File: src/hw/uart_params.svh
// Constants for the serial channel pair
`ifndef UART_PARAMS_SVH
`define UART_PARAMS_SVH

`define CH_TX         0
`define CH_RX         1
`define LEN_CODE_9    2'h3
`define LEN_CODE_7    2'h2
`define LEN_HI_FIXED  1'h1
`define NBITS_9       4'h9
`define NBITS_8       4'h8
`define NBITS_7       4'h7
`define PAR_NONE      2'h0
`define PAR_EVEN      2'h2
`define PAR_ODD       2'h3
`define PRS_CK0_MSB   3
`define PRS_CK0_LSB   0
`define PRS_CK1_MSB   7
`define PRS_CK1_LSB   4
`define ERR_FEF       0
`define ERR_PEF       1
`define ERR_OVF       2
`define LINE_IDLE     1'h1
`define RX_FIFO_WIDTH 9
`define RX_FIFO_DEPTH 8

`endif

File: src/hw/uart_pkg.sv
// Shared types and frame helpers for the serial channel pair
`include "uart_params.svh"
package uart_pkg;

  typedef struct packed {
    logic [3:0] nbits;
    logic       msb_first;
    logic [1:0] parity;
    logic       stop_two;
    logic       invert;
  } frame_cfg_s;

  typedef struct packed {
    logic [8:0] data;
    logic       perr;
    logic       ferr;
  } rx_word_s;

  typedef enum logic [2:0] {
    RX_IDLE  = 3'h1,
    RX_START = 3'h2,
    RX_BITS  = 3'h4
  } rx_state_e;

  // ==========================================================
  // Frame build: start, data, parity, stop bits, data bit order set by msb_first
  function automatic logic [12:0] frame_bits(logic [8:0] d, frame_cfg_s c);
    logic [12:0] f;
    logic        p;
    int          n;
    n = int'(c.nbits);
    f = 13'h1FFF;
    p = 1'h0;
    f[0] = 1'h0; // RQ21
    for (int i = 0; i < 9; i++) begin
      if (i < n) begin
        f[1 + i] = c.msb_first ? d[n - 1 - i] : d[i];
        p = p ^ d[i];
      end
    end
    if (c.parity != `PAR_NONE) begin
      f[1 + n] = (c.parity == `PAR_EVEN) ? p : ((c.parity == `PAR_ODD) ? ~p : 1'h0);
    end
    return f;
  endfunction

  function automatic logic [3:0] frame_len(frame_cfg_s c);
    return c.nbits + 4'h2 + {3'h0, c.parity != `PAR_NONE} + {3'h0, c.stop_two};
  endfunction

  // Bits after the start bit that the receiver samples
  function automatic logic [3:0] rx_len(frame_cfg_s c);
    return c.nbits + 4'h1 + {3'h0, c.parity != `PAR_NONE};
  endfunction

  // ==========================================================
  // Frame decode with parity and stop checks
  function automatic rx_word_s rx_decode(logic [10:0] r, frame_cfg_s c);
    rx_word_s w;
    logic     p;
    int       n;
    int       s;
    n = int'(c.nbits);
    w = '0;
    p = 1'h0;
    for (int i = 0; i < 9; i++) begin
      if (i < n) begin
        w.data[i] = c.msb_first ? r[n - 1 - i] : r[i];
        p = p ^ w.data[i];
      end
    end
    s = (c.parity == `PAR_NONE) ? n : n + 1;
    if (c.parity == `PAR_EVEN) begin
      w.perr = p ^ r[n]; // RQ18
    end
    if (c.parity == `PAR_ODD) begin
      w.perr = ~(p ^ r[n]); // RQ18
    end
    w.ferr = ~r[s]; // RQ22
    return w;
  endfunction

endpackage

File: src/hw/uart_link_if.sv
// Serial link between the channel pair and the remote peer
`include "uart_params.svh"
interface uart_link_if;
  logic tx_out;
  logic tx_oe;
  logic tx_line;
  logic rx_line;

  // Undriven line is pulled to the idle level
  assign tx_line = tx_oe ? tx_out : `LINE_IDLE;

  modport dev (output tx_out, output tx_oe, input rx_line);
  modport peer (input tx_line, output rx_line);
endinterface

File: src/hw/sync_fifo.sv
// Synchronous FIFO with a registered output stage
module sync_fifo #(
  parameter int WIDTH = 9,
  parameter int DEPTH = 8
) (
  input  wire logic             sys_clk,
  input  wire logic             rst_b,
  input  wire logic             in_valid,
  output      logic             in_ready,
  input  wire logic [WIDTH-1:0] in_data,
  output      logic             out_valid,
  input  wire logic             out_ready,
  output      logic [WIDTH-1:0] out_data
);
  localparam int AW = $clog2(DEPTH);

  logic [WIDTH-1:0] mem [DEPTH];
  logic [AW-1:0]    wr_ptr_reg;
  logic [AW-1:0]    rd_ptr_reg;
  logic [AW:0]      count_reg;
  logic             out_valid_reg;
  logic [WIDTH-1:0] out_data_reg;

  wire logic push = in_valid & in_ready;
  wire logic pop  = (count_reg != '0) & (~out_valid_reg | out_ready);

  assign in_ready  = count_reg != (AW + 1)'(DEPTH);
  assign out_valid = out_valid_reg;
  assign out_data  = out_data_reg;

  always_ff @(posedge sys_clk) begin
    if (push) mem[wr_ptr_reg] <= in_data;
  end

  always_ff @(posedge sys_clk or negedge rst_b) begin
    if (!rst_b) begin
      wr_ptr_reg    <= '0;
      rd_ptr_reg    <= '0;
      count_reg     <= '0;
      out_valid_reg <= 1'h0;
      out_data_reg  <= '0;
    end else begin
      if (push) wr_ptr_reg <= wr_ptr_reg + AW'(1);
      if (pop) rd_ptr_reg <= rd_ptr_reg + AW'(1);
      count_reg <= count_reg + (AW + 1)'(push) - (AW + 1)'(pop);
      if (pop) begin
        out_valid_reg <= 1'h1;
        out_data_reg  <= mem[rd_ptr_reg];
      end else if (out_ready) begin
        out_valid_reg <= 1'h0;
      end
    end
  end
endmodule

File: src/hw/serial_array_uart_txrx.sv
// Serial channel pair: even channel transmits, odd channel receives
`include "uart_params.svh"

// Behaviour
// RQ1 - Start trigger sets the operation enabled bit
// RQ2 - Data write on enabled channel starts frame
// RQ3 - Nine-bit select takes data bits zero to eight
// RQ4 - Seven/eight bits always; nine only where capable
// RQ5 - Software presets output level before starting
// RQ6 - Inversion option; idle high, inverted idle low
// RQ7 - Line driven only while output enable set
// RQ8 - Stop trigger halts channel, clears enabled bit
// RQ9 - Output enable cleared stops driving line
// RQ10 - Software lets frame finish before stopping
// RQ11 - Removing unit clock resets whole unit
// RQ12 - After clock removal, software fully reinitialises
// RQ13 - Write while buffer full overwrites buffered word
// RQ14 - Interrupt source select changeable during operation
// RQ15 - Odd channel receives; both modes configured
// RQ16 - Receive channel raises transfer end only
// RQ17 - Framing, parity, overrun flags and error interrupt
// RQ18 - Four receive parity options
// RQ19 - Clock select picks prescaler output zero/one
// RQ20 - Transmit interrupt: transfer end or buffer empty
// RQ21 - Frame: start, data, parity, stop bits
// RQ22 - Receiver samples bit centres, checks stop bit
module serial_array_uart_txrx #(
  parameter bit NINE_BIT_PAIR = 1'h1
) (
  input  wire logic       sys_clk,
  input  wire logic       rst_b,
  input  wire logic       periph_clk_en,
  input  wire logic [7:0] prescaler_select_reg,
  input  wire logic [1:0] clock_select,
  input  wire logic [6:0] tx_baud_div,
  input  wire logic [6:0] rx_baud_div,
  input  wire logic       length_select_hi,
  input  wire logic       length_select_lo,
  output      logic       length_select_hi_rd,
  input  wire logic       msb_first,
  input  wire logic [1:0] parity_mode,
  input  wire logic       stop_two,
  input  wire logic       tx_level_invert,
  input  wire logic       rx_level_invert,
  input  wire logic       irq_source_select_bit,
  input  wire logic [1:0] start_trigger_reg,
  input  wire logic [1:0] stop_trigger_reg,
  output      logic [1:0] operation_enabled_bit,
  input  wire logic       output_enable_bit,
  input  wire logic       so_wr,
  input  wire logic       serial_output_bit,
  input  wire logic       tx_wr,
  input  wire logic [8:0] tx_wdata,
  output      logic       buffer_full_bit,
  output      logic       tx_irq,
  output      logic       rx_valid,
  input  wire logic       rx_ready,
  output      logic [8:0] rx_data,
  output      logic       rx_irq,
  output      logic       rx_error_irq,
  output      logic       framing_error_flag,
  output      logic       parity_error_flag,
  output      logic       overrun_error_flag,
  input  wire logic [2:0] err_clr,
  uart_link_if.dev        link
);

  // ==========================================================
  // Unit clock gate acts as a unit-wide reset
  logic unit_on_reg;
  wire logic unit_rst_b = rst_b & unit_on_reg; // RQ11

  always_ff @(posedge sys_clk or negedge rst_b) begin
    if (!rst_b) unit_on_reg <= 1'h0;
    else unit_on_reg <= periph_clk_en;
  end

  // ==========================================================
  // Frame format
  wire logic       len_hi_eff = NINE_BIT_PAIR ? length_select_hi : `LEN_HI_FIXED; // RQ4
  wire logic [1:0] len_code   = {len_hi_eff, length_select_lo};
  wire logic [3:0] nbits      = (NINE_BIT_PAIR && len_code == `LEN_CODE_9) ? `NBITS_9 : // RQ3
                                (len_code == `LEN_CODE_7) ? `NBITS_7 : `NBITS_8;
  uart_pkg::frame_cfg_s tx_cfg;
  uart_pkg::frame_cfg_s rx_cfg;
  assign tx_cfg = '{nbits: nbits, msb_first: msb_first, parity: parity_mode,
                    stop_two: stop_two, invert: tx_level_invert};
  assign rx_cfg = '{nbits: nbits, msb_first: msb_first, parity: parity_mode,
                    stop_two: 1'h0, invert: rx_level_invert};

  // ==========================================================
  // Prescaler and operation clock enables
  logic [14:0] pre_cnt_reg;
  wire logic [14:0] mask0 = (15'h0001 << prescaler_select_reg[`PRS_CK0_MSB:`PRS_CK0_LSB]) - 15'h0001;
  wire logic [14:0] mask1 = (15'h0001 << prescaler_select_reg[`PRS_CK1_MSB:`PRS_CK1_LSB]) - 15'h0001;
  wire logic ck0    = (pre_cnt_reg & mask0) == mask0;
  wire logic ck1    = (pre_cnt_reg & mask1) == mask1;
  wire logic tx_mck = clock_select[`CH_TX] ? ck1 : ck0; // RQ19
  wire logic rx_mck = clock_select[`CH_RX] ? ck1 : ck0; // RQ19
  wire logic [7:0] tx_period = {tx_baud_div, 1'h1};
  wire logic [7:0] rx_period = {rx_baud_div, 1'h1};
  wire logic [7:0] rx_half   = {1'h0, rx_baud_div};

  always_ff @(posedge sys_clk or negedge unit_rst_b) begin
    if (!unit_rst_b) pre_cnt_reg <= '0;
    else pre_cnt_reg <= pre_cnt_reg + 15'h0001;
  end

  // ==========================================================
  // Channel enables and line control
  logic [1:0] en_reg;
  logic       oe_reg;
  logic       hi_rd_reg;

  always_ff @(posedge sys_clk or negedge unit_rst_b) begin
    if (!unit_rst_b) begin
      en_reg    <= 2'h0;
      oe_reg    <= 1'h0;
      hi_rd_reg <= `LEN_HI_FIXED;
    end else begin
      en_reg    <= (en_reg & ~stop_trigger_reg) | start_trigger_reg; // RQ1 RQ8
      oe_reg    <= output_enable_bit; // RQ7 RQ9
      hi_rd_reg <= len_hi_eff; // RQ4
    end
  end

  // ==========================================================
  // Transmit channel
  logic [8:0]  buf_reg;
  logic        buffer_full_reg;
  logic        tx_active_reg;
  logic [12:0] tx_shift_reg;
  logic [3:0]  tx_left_reg;
  logic [7:0]  tx_cnt_reg;
  logic        so_reg;
  logic        tx_irq_reg;

  wire logic        tx_halt    = stop_trigger_reg[`CH_TX];
  wire logic        tx_take    = tx_wr & en_reg[`CH_TX];
  wire logic        tx_load    = en_reg[`CH_TX] & buffer_full_reg & ~tx_active_reg & ~tx_halt & tx_mck;
  wire logic        tx_bit_end = tx_active_reg & tx_mck & (tx_cnt_reg == tx_period);
  wire logic        tx_done    = tx_bit_end & (tx_left_reg == 4'h1);
  wire logic [12:0] tx_frame   = uart_pkg::frame_bits(buf_reg, tx_cfg);

  always_ff @(posedge sys_clk or negedge unit_rst_b) begin
    if (!unit_rst_b) begin
      buf_reg         <= '0;
      buffer_full_reg <= 1'h0;
      tx_irq_reg      <= 1'h0;
    end else begin
      if (tx_take) buf_reg <= tx_wdata; // RQ2 RQ3 RQ13
      buffer_full_reg <= ~tx_halt & (tx_take | (buffer_full_reg & ~tx_load)); // RQ13
      tx_irq_reg      <= irq_source_select_bit ? tx_load : tx_done; // RQ14 RQ20
    end
  end

  always_ff @(posedge sys_clk or negedge unit_rst_b) begin
    if (!unit_rst_b) begin
      tx_active_reg <= 1'h0;
      tx_shift_reg  <= '0;
      tx_left_reg   <= '0;
      tx_cnt_reg    <= '0;
      so_reg        <= `LINE_IDLE;
    end else if (tx_halt) begin
      tx_active_reg <= 1'h0; // RQ8
    end else if (tx_load) begin
      tx_active_reg <= 1'h1; // RQ2
      tx_shift_reg  <= tx_frame;
      tx_left_reg   <= uart_pkg::frame_len(tx_cfg);
      tx_cnt_reg    <= '0;
      so_reg        <= tx_frame[0] ^ tx_level_invert; // RQ21
    end else if (tx_done) begin
      tx_active_reg <= 1'h0;
      so_reg        <= ~tx_level_invert; // RQ6
    end else if (tx_bit_end) begin
      tx_shift_reg  <= tx_shift_reg >> 1;
      tx_left_reg   <= tx_left_reg - 4'h1;
      tx_cnt_reg    <= '0;
      so_reg        <= tx_shift_reg[1] ^ tx_level_invert; // RQ6
    end else begin
      if (tx_active_reg && tx_mck) tx_cnt_reg <= tx_cnt_reg + 8'h01;
      if (so_wr && !tx_active_reg) so_reg <= serial_output_bit; // RQ5
    end
  end

  // ==========================================================
  // Receive pin synchroniser and filter
  logic rx_s1_reg;
  logic rx_s2_reg;
  logic rx_s3_reg;
  logic rx_filt_reg;
  wire logic rx_bit = rx_filt_reg ^ rx_level_invert; // RQ6

  always_ff @(posedge sys_clk or negedge unit_rst_b) begin
    if (!unit_rst_b) begin
      rx_s1_reg   <= `LINE_IDLE;
      rx_s2_reg   <= `LINE_IDLE;
      rx_s3_reg   <= `LINE_IDLE;
      rx_filt_reg <= `LINE_IDLE;
    end else begin
      rx_s1_reg <= link.rx_line;
      rx_s2_reg <= rx_s1_reg;
      rx_s3_reg <= rx_s2_reg;
      if (rx_s2_reg == rx_s3_reg) rx_filt_reg <= rx_s3_reg;
    end
  end

  // ==========================================================
  // Receive channel
  uart_pkg::rx_state_e rx_state_reg;
  logic [7:0]          rx_cnt_reg;
  logic [3:0]          rx_idx_reg;
  logic [10:0]         rx_bits_reg;
  logic [10:0]         rx_cap;
  logic                hold_valid_reg;
  logic [8:0]          hold_data_reg;
  logic [2:0]          err_reg;
  logic                rx_irq_reg;
  logic                rx_err_irq_reg;
  logic                fifo_in_ready;
  uart_pkg::rx_word_s  rx_word;

  wire logic rx_on    = en_reg[`CH_RX]; // RQ15
  wire logic rx_mid   = rx_mck & (rx_cnt_reg == rx_half);
  wire logic rx_full  = rx_mck & (rx_cnt_reg == rx_period);
  wire logic rx_done  = (rx_state_reg == uart_pkg::RX_BITS) & rx_full &
                        (rx_idx_reg == uart_pkg::rx_len(rx_cfg) - 4'h1);
  wire logic perr_hit = rx_done & rx_word.perr;
  wire logic ferr_hit = rx_done & rx_word.ferr;
  wire logic ovf_hit  = rx_done & hold_valid_reg & ~fifo_in_ready;
  wire logic [2:0] err_set = {ovf_hit, perr_hit, ferr_hit};

  always_comb begin
    rx_cap = rx_bits_reg;
    rx_cap[rx_idx_reg] = rx_bit;
  end
  assign rx_word = uart_pkg::rx_decode(rx_cap, rx_cfg); // RQ18 RQ22

  always_ff @(posedge sys_clk or negedge unit_rst_b) begin
    if (!unit_rst_b) begin
      rx_state_reg <= uart_pkg::RX_IDLE;
      rx_cnt_reg   <= '0;
      rx_idx_reg   <= '0;
      rx_bits_reg  <= '0;
    end else if (!rx_on) begin
      rx_state_reg <= uart_pkg::RX_IDLE; // RQ8
    end else begin
      case (rx_state_reg)
        uart_pkg::RX_IDLE: begin
          rx_cnt_reg <= '0;
          if (!rx_bit) rx_state_reg <= uart_pkg::RX_START; // RQ22
        end
        uart_pkg::RX_START: begin
          if (rx_mid) begin
            rx_cnt_reg   <= '0;
            rx_idx_reg   <= '0;
            rx_state_reg <= rx_bit ? uart_pkg::RX_IDLE : uart_pkg::RX_BITS;
          end else if (rx_mck) begin
            rx_cnt_reg <= rx_cnt_reg + 8'h01;
          end
        end
        uart_pkg::RX_BITS: begin
          if (rx_full) begin
            rx_cnt_reg  <= '0;
            rx_bits_reg <= rx_cap; // RQ22
            rx_idx_reg  <= rx_idx_reg + 4'h1;
            if (rx_done) rx_state_reg <= uart_pkg::RX_IDLE;
          end else if (rx_mck) begin
            rx_cnt_reg <= rx_cnt_reg + 8'h01;
          end
        end
        default: rx_state_reg <= uart_pkg::RX_IDLE;
      endcase
    end
  end

  always_ff @(posedge sys_clk or negedge unit_rst_b) begin
    if (!unit_rst_b) begin
      hold_valid_reg <= 1'h0;
      hold_data_reg  <= '0;
      err_reg        <= 3'h0;
      rx_irq_reg     <= 1'h0;
      rx_err_irq_reg <= 1'h0;
    end else begin
      if (rx_done) begin
        hold_valid_reg <= 1'h1;
        hold_data_reg  <= rx_word.data; // RQ17
      end else if (fifo_in_ready) begin
        hold_valid_reg <= 1'h0;
      end
      err_reg        <= (err_reg & ~err_clr) | err_set; // RQ17
      rx_irq_reg     <= rx_done; // RQ16
      rx_err_irq_reg <= |err_set; // RQ17
    end
  end

  sync_fifo #(
    .WIDTH (`RX_FIFO_WIDTH),
    .DEPTH (`RX_FIFO_DEPTH)
  ) u_rx_fifo (
    .sys_clk   (sys_clk),
    .rst_b     (unit_rst_b),
    .in_valid  (hold_valid_reg),
    .in_ready  (fifo_in_ready),
    .in_data   (hold_data_reg),
    .out_valid (rx_valid),
    .out_ready (rx_ready),
    .out_data  (rx_data)
  );

  // ==========================================================
  // Outputs
  assign link.tx_out           = so_reg;
  assign link.tx_oe            = oe_reg; // RQ7 RQ9
  assign length_select_hi_rd   = hi_rd_reg;
  assign operation_enabled_bit = en_reg;
  assign buffer_full_bit       = buffer_full_reg;
  assign tx_irq                = tx_irq_reg;
  assign rx_irq                = rx_irq_reg;
  assign rx_error_irq          = rx_err_irq_reg;
  assign framing_error_flag    = err_reg[`ERR_FEF];
  assign parity_error_flag     = err_reg[`ERR_PEF];
  assign overrun_error_flag    = err_reg[`ERR_OVF];

endmodule

File: src/flat_wrapper.sv
// flat-port wrapper written by rule: the top's interface ports become plain ports
module serial_array_uart_txrx_flat 
#(
  parameter bit NINE_BIT_PAIR = 1'h1
)
  (sys_clk, rst_b, periph_clk_en, prescaler_select_reg, clock_select, tx_baud_div, rx_baud_div, length_select_hi, length_select_lo, length_select_hi_rd, msb_first, parity_mode, stop_two, tx_level_invert, rx_level_invert, irq_source_select_bit, start_trigger_reg, stop_trigger_reg, operation_enabled_bit, output_enable_bit, so_wr, serial_output_bit, tx_wr, tx_wdata, buffer_full_bit, tx_irq, rx_valid, rx_ready, rx_data, rx_irq, rx_error_irq, framing_error_flag, parity_error_flag, overrun_error_flag, err_clr, link_tx_out, link_tx_oe, link_rx_line);
  uart_link_if link_i ();
  input  wire logic sys_clk;
  input  wire logic rst_b;
  input  wire logic periph_clk_en;
  input  wire logic [7:0] prescaler_select_reg;
  input  wire logic [1:0] clock_select;
  input  wire logic [6:0] tx_baud_div;
  input  wire logic [6:0] rx_baud_div;
  input  wire logic length_select_hi;
  input  wire logic length_select_lo;
  output      logic length_select_hi_rd;
  input  wire logic msb_first;
  input  wire logic [1:0] parity_mode;
  input  wire logic stop_two;
  input  wire logic tx_level_invert;
  input  wire logic rx_level_invert;
  input  wire logic irq_source_select_bit;
  input  wire logic [1:0] start_trigger_reg;
  input  wire logic [1:0] stop_trigger_reg;
  output      logic [1:0] operation_enabled_bit;
  input  wire logic output_enable_bit;
  input  wire logic so_wr;
  input  wire logic serial_output_bit;
  input  wire logic tx_wr;
  input  wire logic [8:0] tx_wdata;
  output      logic buffer_full_bit;
  output      logic tx_irq;
  output      logic rx_valid;
  input  wire logic rx_ready;
  output      logic [8:0] rx_data;
  output      logic rx_irq;
  output      logic rx_error_irq;
  output      logic framing_error_flag;
  output      logic parity_error_flag;
  output      logic overrun_error_flag;
  input  wire logic [2:0] err_clr;
  output wire logic [$bits(link_i.tx_out)-1:0] link_tx_out;
  output wire logic [$bits(link_i.tx_oe)-1:0] link_tx_oe;
  input wire logic [$bits(link_i.rx_line)-1:0] link_rx_line;
  assign link_tx_out = link_i.tx_out;
  assign link_tx_oe = link_i.tx_oe;
  assign link_i.rx_line = link_rx_line;
  serial_array_uart_txrx #(.NINE_BIT_PAIR(NINE_BIT_PAIR)) u_core (.sys_clk(sys_clk), .rst_b(rst_b), .periph_clk_en(periph_clk_en), .prescaler_select_reg(prescaler_select_reg), .clock_select(clock_select), .tx_baud_div(tx_baud_div), .rx_baud_div(rx_baud_div), .length_select_hi(length_select_hi), .length_select_lo(length_select_lo), .length_select_hi_rd(length_select_hi_rd), .msb_first(msb_first), .parity_mode(parity_mode), .stop_two(stop_two), .tx_level_invert(tx_level_invert), .rx_level_invert(rx_level_invert), .irq_source_select_bit(irq_source_select_bit), .start_trigger_reg(start_trigger_reg), .stop_trigger_reg(stop_trigger_reg), .operation_enabled_bit(operation_enabled_bit), .output_enable_bit(output_enable_bit), .so_wr(so_wr), .serial_output_bit(serial_output_bit), .tx_wr(tx_wr), .tx_wdata(tx_wdata), .buffer_full_bit(buffer_full_bit), .tx_irq(tx_irq), .rx_valid(rx_valid), .rx_ready(rx_ready), .rx_data(rx_data), .rx_irq(rx_irq), .rx_error_irq(rx_error_irq), .framing_error_flag(framing_error_flag), .parity_error_flag(parity_error_flag), .overrun_error_flag(overrun_error_flag), .err_clr(err_clr), .link(link_i));
endmodule
File: config.mk
export PLATFORM = sky130hd
export DESIGN_NAME = serial_array_uart_txrx_flat
export DESIGN_NICKNAME = d
export VERILOG_FILES = /design/src/hw/uart_pkg.sv /design/src/hw/uart_link_if.sv /design/src/hw/sync_fifo.sv /design/src/hw/serial_array_uart_txrx.sv /design/src/flat_wrapper.sv
export VERILOG_INCLUDE_DIRS = /design/src /design/src/hw
export SDC_FILE = /design/constraint.sdc
export NUM_CORES = 1
export LEC_CHECK = 0
export BUFFER_PORTS_ARGS = -buffer_cell sky130_fd_sc_hd__buf_2
export CAP_MARGIN = 40
export CORE_ASPECT_RATIO = 0.7
export CORE_UTILIZATION = 58
export DETAILED_ROUTE_END_ITERATION = 8
export HOLD_SLACK_MARGIN = 0.12
export PLACE_DENSITY = 0.77
export SLEW_MARGIN = 20
export SYNTH_ARGS = -nofsm -noshare
export SYNTH_HDL_FRONTEND = slang
export SYNTH_SLANG_ARGS = --single-unit
File: constraint.sdc
create_clock -name sys_clk -period 4.99 [get_ports sys_clk]
set_input_delay 0.499 -clock sys_clk [delete_from_list [all_inputs] [get_ports sys_clk]]
set_output_delay 0.499 -clock sys_clk [all_outputs]
set_load 0.01 [all_outputs]
==> metrics.md <==
| Metric | Value |
|---|---|
| Maxcap violations | `0` |
| H-tree level count | `4` |
| Clock power frac | `34.9%` |
| Pins Over Slew Limit | `0` |
| Vias in the first global route | `7,009` |
| Clock Path Buffers | `2` |
| Psw | `1.19 mW` |
| First-pass detailed-route iteration total | `5` |
| Post-route cell area | `11,600 µm²` |
| Worst setup margin | `1.49 ns` |
| CTS tree | `built` |
| Clock sinks | `194` |
| I/O pin count | `80` |
| Post-DP Area | `11,000 µm²` |
| Wire length of the first global-routing pass | `36,200 µm` |
| Number of I/O port buffers | `79` |
| Register bit total from synthesis | `194` |
| Max reg flops | `72` |
| Post-DP HPWL | `15,400 µm` |
| Syn_nets | `1,003` |
| Main combinational cell family by area after synthesis | `simple AND/OR/NAND/NOR gates` |
| Rel. slew slack | `49.2%` |
| Seq pwr share | `45.0%` |
| Mapped cell area | `10,400 µm²` |
| Post-synthesis simple-gate area fraction | `12.7%` |
| Largest net degree at the start of global routing | `53` |
| Clock root buffer | `clkbuf_16` |
| Critical R2R Launch | `u_core.rx_idx_reg[0]` |
| Most frequent cells in the layout | `dfrtp_1 (115), buf_2 (80), nand2_1 (73)` |
| Reg2reg end | `u_core.err_reg[1]` |
| WL/cell | `17.4 µm` |
| Core area | `17,400 µm²` |
| RSZ-0062 raised after global routing | `false` |
| Post-Syn Area per Cell | `11.3 µm²` |
| Dominant synthesized flop cell | `dfrtp_1` |
| GRT Residual Overflow | `0` |
| CP Class | `in2reg` |
| Initial Util | `59.8%` |
| Hold Path Origin | `link_rx_line` |
| Leakage Power | `4.92 nW` |
| Layout fillers | `1,278` |
| # DRC | `0` |
| CTS Buf Count | `17` |
| Least-Margin Pin Slew | `0.762 ns` |
| Post-synth EDFFs | `72` |
| Async S/R FF share, synth | `62.9%` |
| Area Growth Syn to Fin | `11.9%` |
| Number of instances in the placed design | `1,199` |
| Fin. Hold Viols | `0` |
| Register area share after synthesis | `50.3%` |
| Final Skew | `0.0108 ns` |
| Synth Warn # | `0` |
| Synth Area in XOR/XNOR | `6.32%` |
| Crit. End Element | `flip-flop` |
| Die W | `162 µm` |
| Share of cells above drive strength 1 | `21.1%` |
| Post-place setup slack | `1.06 ns` |
| Hold endpoint | `u_core.rx_s1_reg` |
| Worst hold path type | `in2reg` |
| Power Density | `353 nW/µm²` |
| Drt total wl | `21,500 µm` |
| Adder-cell area share of the yosys netlist | `3.49%` |
| TNS Setup | `0 ns` |
| Switching Share | `28.9%` |
| GPL Wtd Cong | `0.852` |
| ANT cells | `0` |
| Synth unique cells | `87` |
| Final worst path period share | `70.2%` |
| 1st-iter DRT viols | `756` |
| Final setup viols | `0` |
| Clk_lat worst skew | `0.44 ns` |
| Die ar. | `18,500 µm²` |
| Total Routing Usage GR | `25.3%` |
| Combinational fraction of design power | `20.1%` |
| Post-route minimum period | `3.50 ns` |
| Startpoint types | `input port` |
| Status | `completed` |
| Commonest non-fill, non-tap cell in the layout | `dfrtp_1` |
| Initial antenna violation count | `0` |
| FMAX | `0.285 GHz` |
| Final Non-Filler Cells | `1,234` |
| Detail Route Antenna Nets | `0` |
| Clock transition at the registers of the reported paths | `0.07 ns` |
| Internal power consumption | `2.92 mW` |
| WHS Path Cells | `1` |
| Die H | `114 µm` |
| Worst-path fanout max | `16` |
| Peak VDD IR | `312 µV` |
| Reg2reg setup slack | `1.79 ns` |
| Std cell rows | `40` |
| Synth Area in Compound Gates | `12.4%` |
| FF-to-FF path depth | `10` |
| Data arrival, critical path | `3.80 ns` |
| Via density | `5.96` |
| Nets | `1,075` |
| # Post-CTS Setup Buffers | `0` |
| Post-Syn Instances | `918` |
| Mux contribution to synthesized area | `10.8%` |
| Via count | `7,359` |
| CP required | `5.29 ns` |
==> routing by layer <==
| layer | up-vias | track usage, % | part of all wire, % | routed length (µm) |
|---|---|---|---|---|
| met5 | - | 0 | 0 | 0 |
| met2 | 250 | 37.2 | 44 | 9500 |
| met1 | 3594 | 37.7 | 49 | 10400 |
| li1 | 3486 | - | - | - |
| met4 | 0 | 8.36 | 1.8 | 380 |
| met3 | 29 | 5.05 | 5.5 | 1190 |
==> worst max-delay path: stages <==
cell	delay (ns)
buf_2	0.16
or4_4	0.57
ha_1	0.33
xor2_1	0.20
a2bb2oi_1	0.19
o22ai_1	0.14
a2111oi_4	0.44
nand3_1	0.24
a21o_1	0.50
mux2_2	0.39
nor2_1	0.08
a21oi_1	0.05
==> how the worst max path moves through the flow <==
stage,slack [ns],startpoint,endpoint,cells after the start
after floorplan,0.67,rst_b,u_core.buf_reg[0],1
after global placement,1.16,prescaler_select_reg[3],u_core.tx_shift_reg[6],12
after detailed placement,1.06,prescaler_select_reg[3],u_core.tx_shift_reg[6],12
after CTS,1.51,prescaler_select_reg[3],u_core.tx_shift_reg[6],12
after global routing,1.29,prescaler_select_reg[7],u_core.hold_data_reg[5],13
final,1.49,prescaler_select_reg[3],u_core.tx_shift_reg[6],12
==> cell usage after synthesis (6+ instances only) <==
cell | count | share of area [%]
nor2_1 | 61 | 2.2
mux4_2 | 18 | 3.9
o21ai_1 | 8 | 0.39
a21oi_1 | 53 | 2.6
dfstp_2 | 7 | 1.8
edfxtp_1 | 72 | 21
a21o_1 | 15 | 1.1
buf_6 | 6 | 0.65
nand4_1 | 8 | 0.48
ha_1 | 25 | 3.0
mux2_2 | 26 | 2.8
xnor2_1 | 39 | 3.3
o21ai_0 | 23 | 1.1
a31oi_1 | 7 | 0.42
nor3b_1 | 7 | 0.51
nand2_1 | 73 | 2.6
dfrtp_1 | 115 | 28
nand2b_1 | 13 | 0.78
buf_2 | 11 | 0.53
clkbuf_1 | 23 | 0.83
a211oi_1 | 11 | 0.79
mux2i_1 | 39 | 3.8
xor2_1 | 29 | 2.4
inv_1 | 44 | 1.6
nand3_1 | 25 | 1.2
nor3_1 | 16 | 0.77
nor2b_1 | 7 | 0.42
o22ai_1 | 17 | 1.0
==> cells by family (layout without fill, tap and decap cells) <==
logic type | after synthesis | after routing
and+or+nand+nor | 257 | 257
DFF | 194 | 194
AOI/OAI and AO/OA | 188 | 188
buffers and inverters | 94 | 179
muxes | 86 | 86
xor gates and xnor gates | 71 | 71
adders and majority gates | 28 | 28
==> area by class of cell <==
| class | count | area (µm²) | area share, % |
|---|---|---|---|
| Clock buffer | 18 | 439 | 3.78 |
| Clock inverter | 14 | 186 | 1.60 |
| Inverter | 48 | 180 | 1.55 |
| Multi-Input combinational cell | 630 | 4760 | 40.9 |
| Sequential cell | 194 | 5220 | 44.9 |
| Tap cell | 231 | 289 | 2.49 |
| Timing Repair Buffer | 99 | 553 | 4.76 |
==> power groups by stage <==
stage	registers, mW	clock network (mW)	logic, mW
6_report	1.85	1.43	0.826
5_1_grt	1.86	1.53	0.918
4_1_cts	1.87	1.46	0.801
3_5_place_dp	1.90	0	0.791
3_3_place_gp	1.90	0	0.765
2_1_floorplan	1.86	0	0.620
==> repair_timing <==
item,CTS,global route
hold endpoints to repair,1,0
hold buffers,1,0
gates resized for setup,0,0
==> stage by stage <==
| step | power, mW | hold WS [ns] | util (%) |
|---|---|---|---|
| global placement | 2.66 | 0.280 | 62.8 |
| detailed placement | 2.69 | 0.283 | 63.2 |
| finish | 4.10 | 0.154 | 67.0 |
| CTS | 4.13 | 0.138 | 66.8 |
| global route | 4.31 | 0.136 | 67.0 |
| floorplan | 2.47 | 0.203 | - |
(Power assumes the default switching activity.)
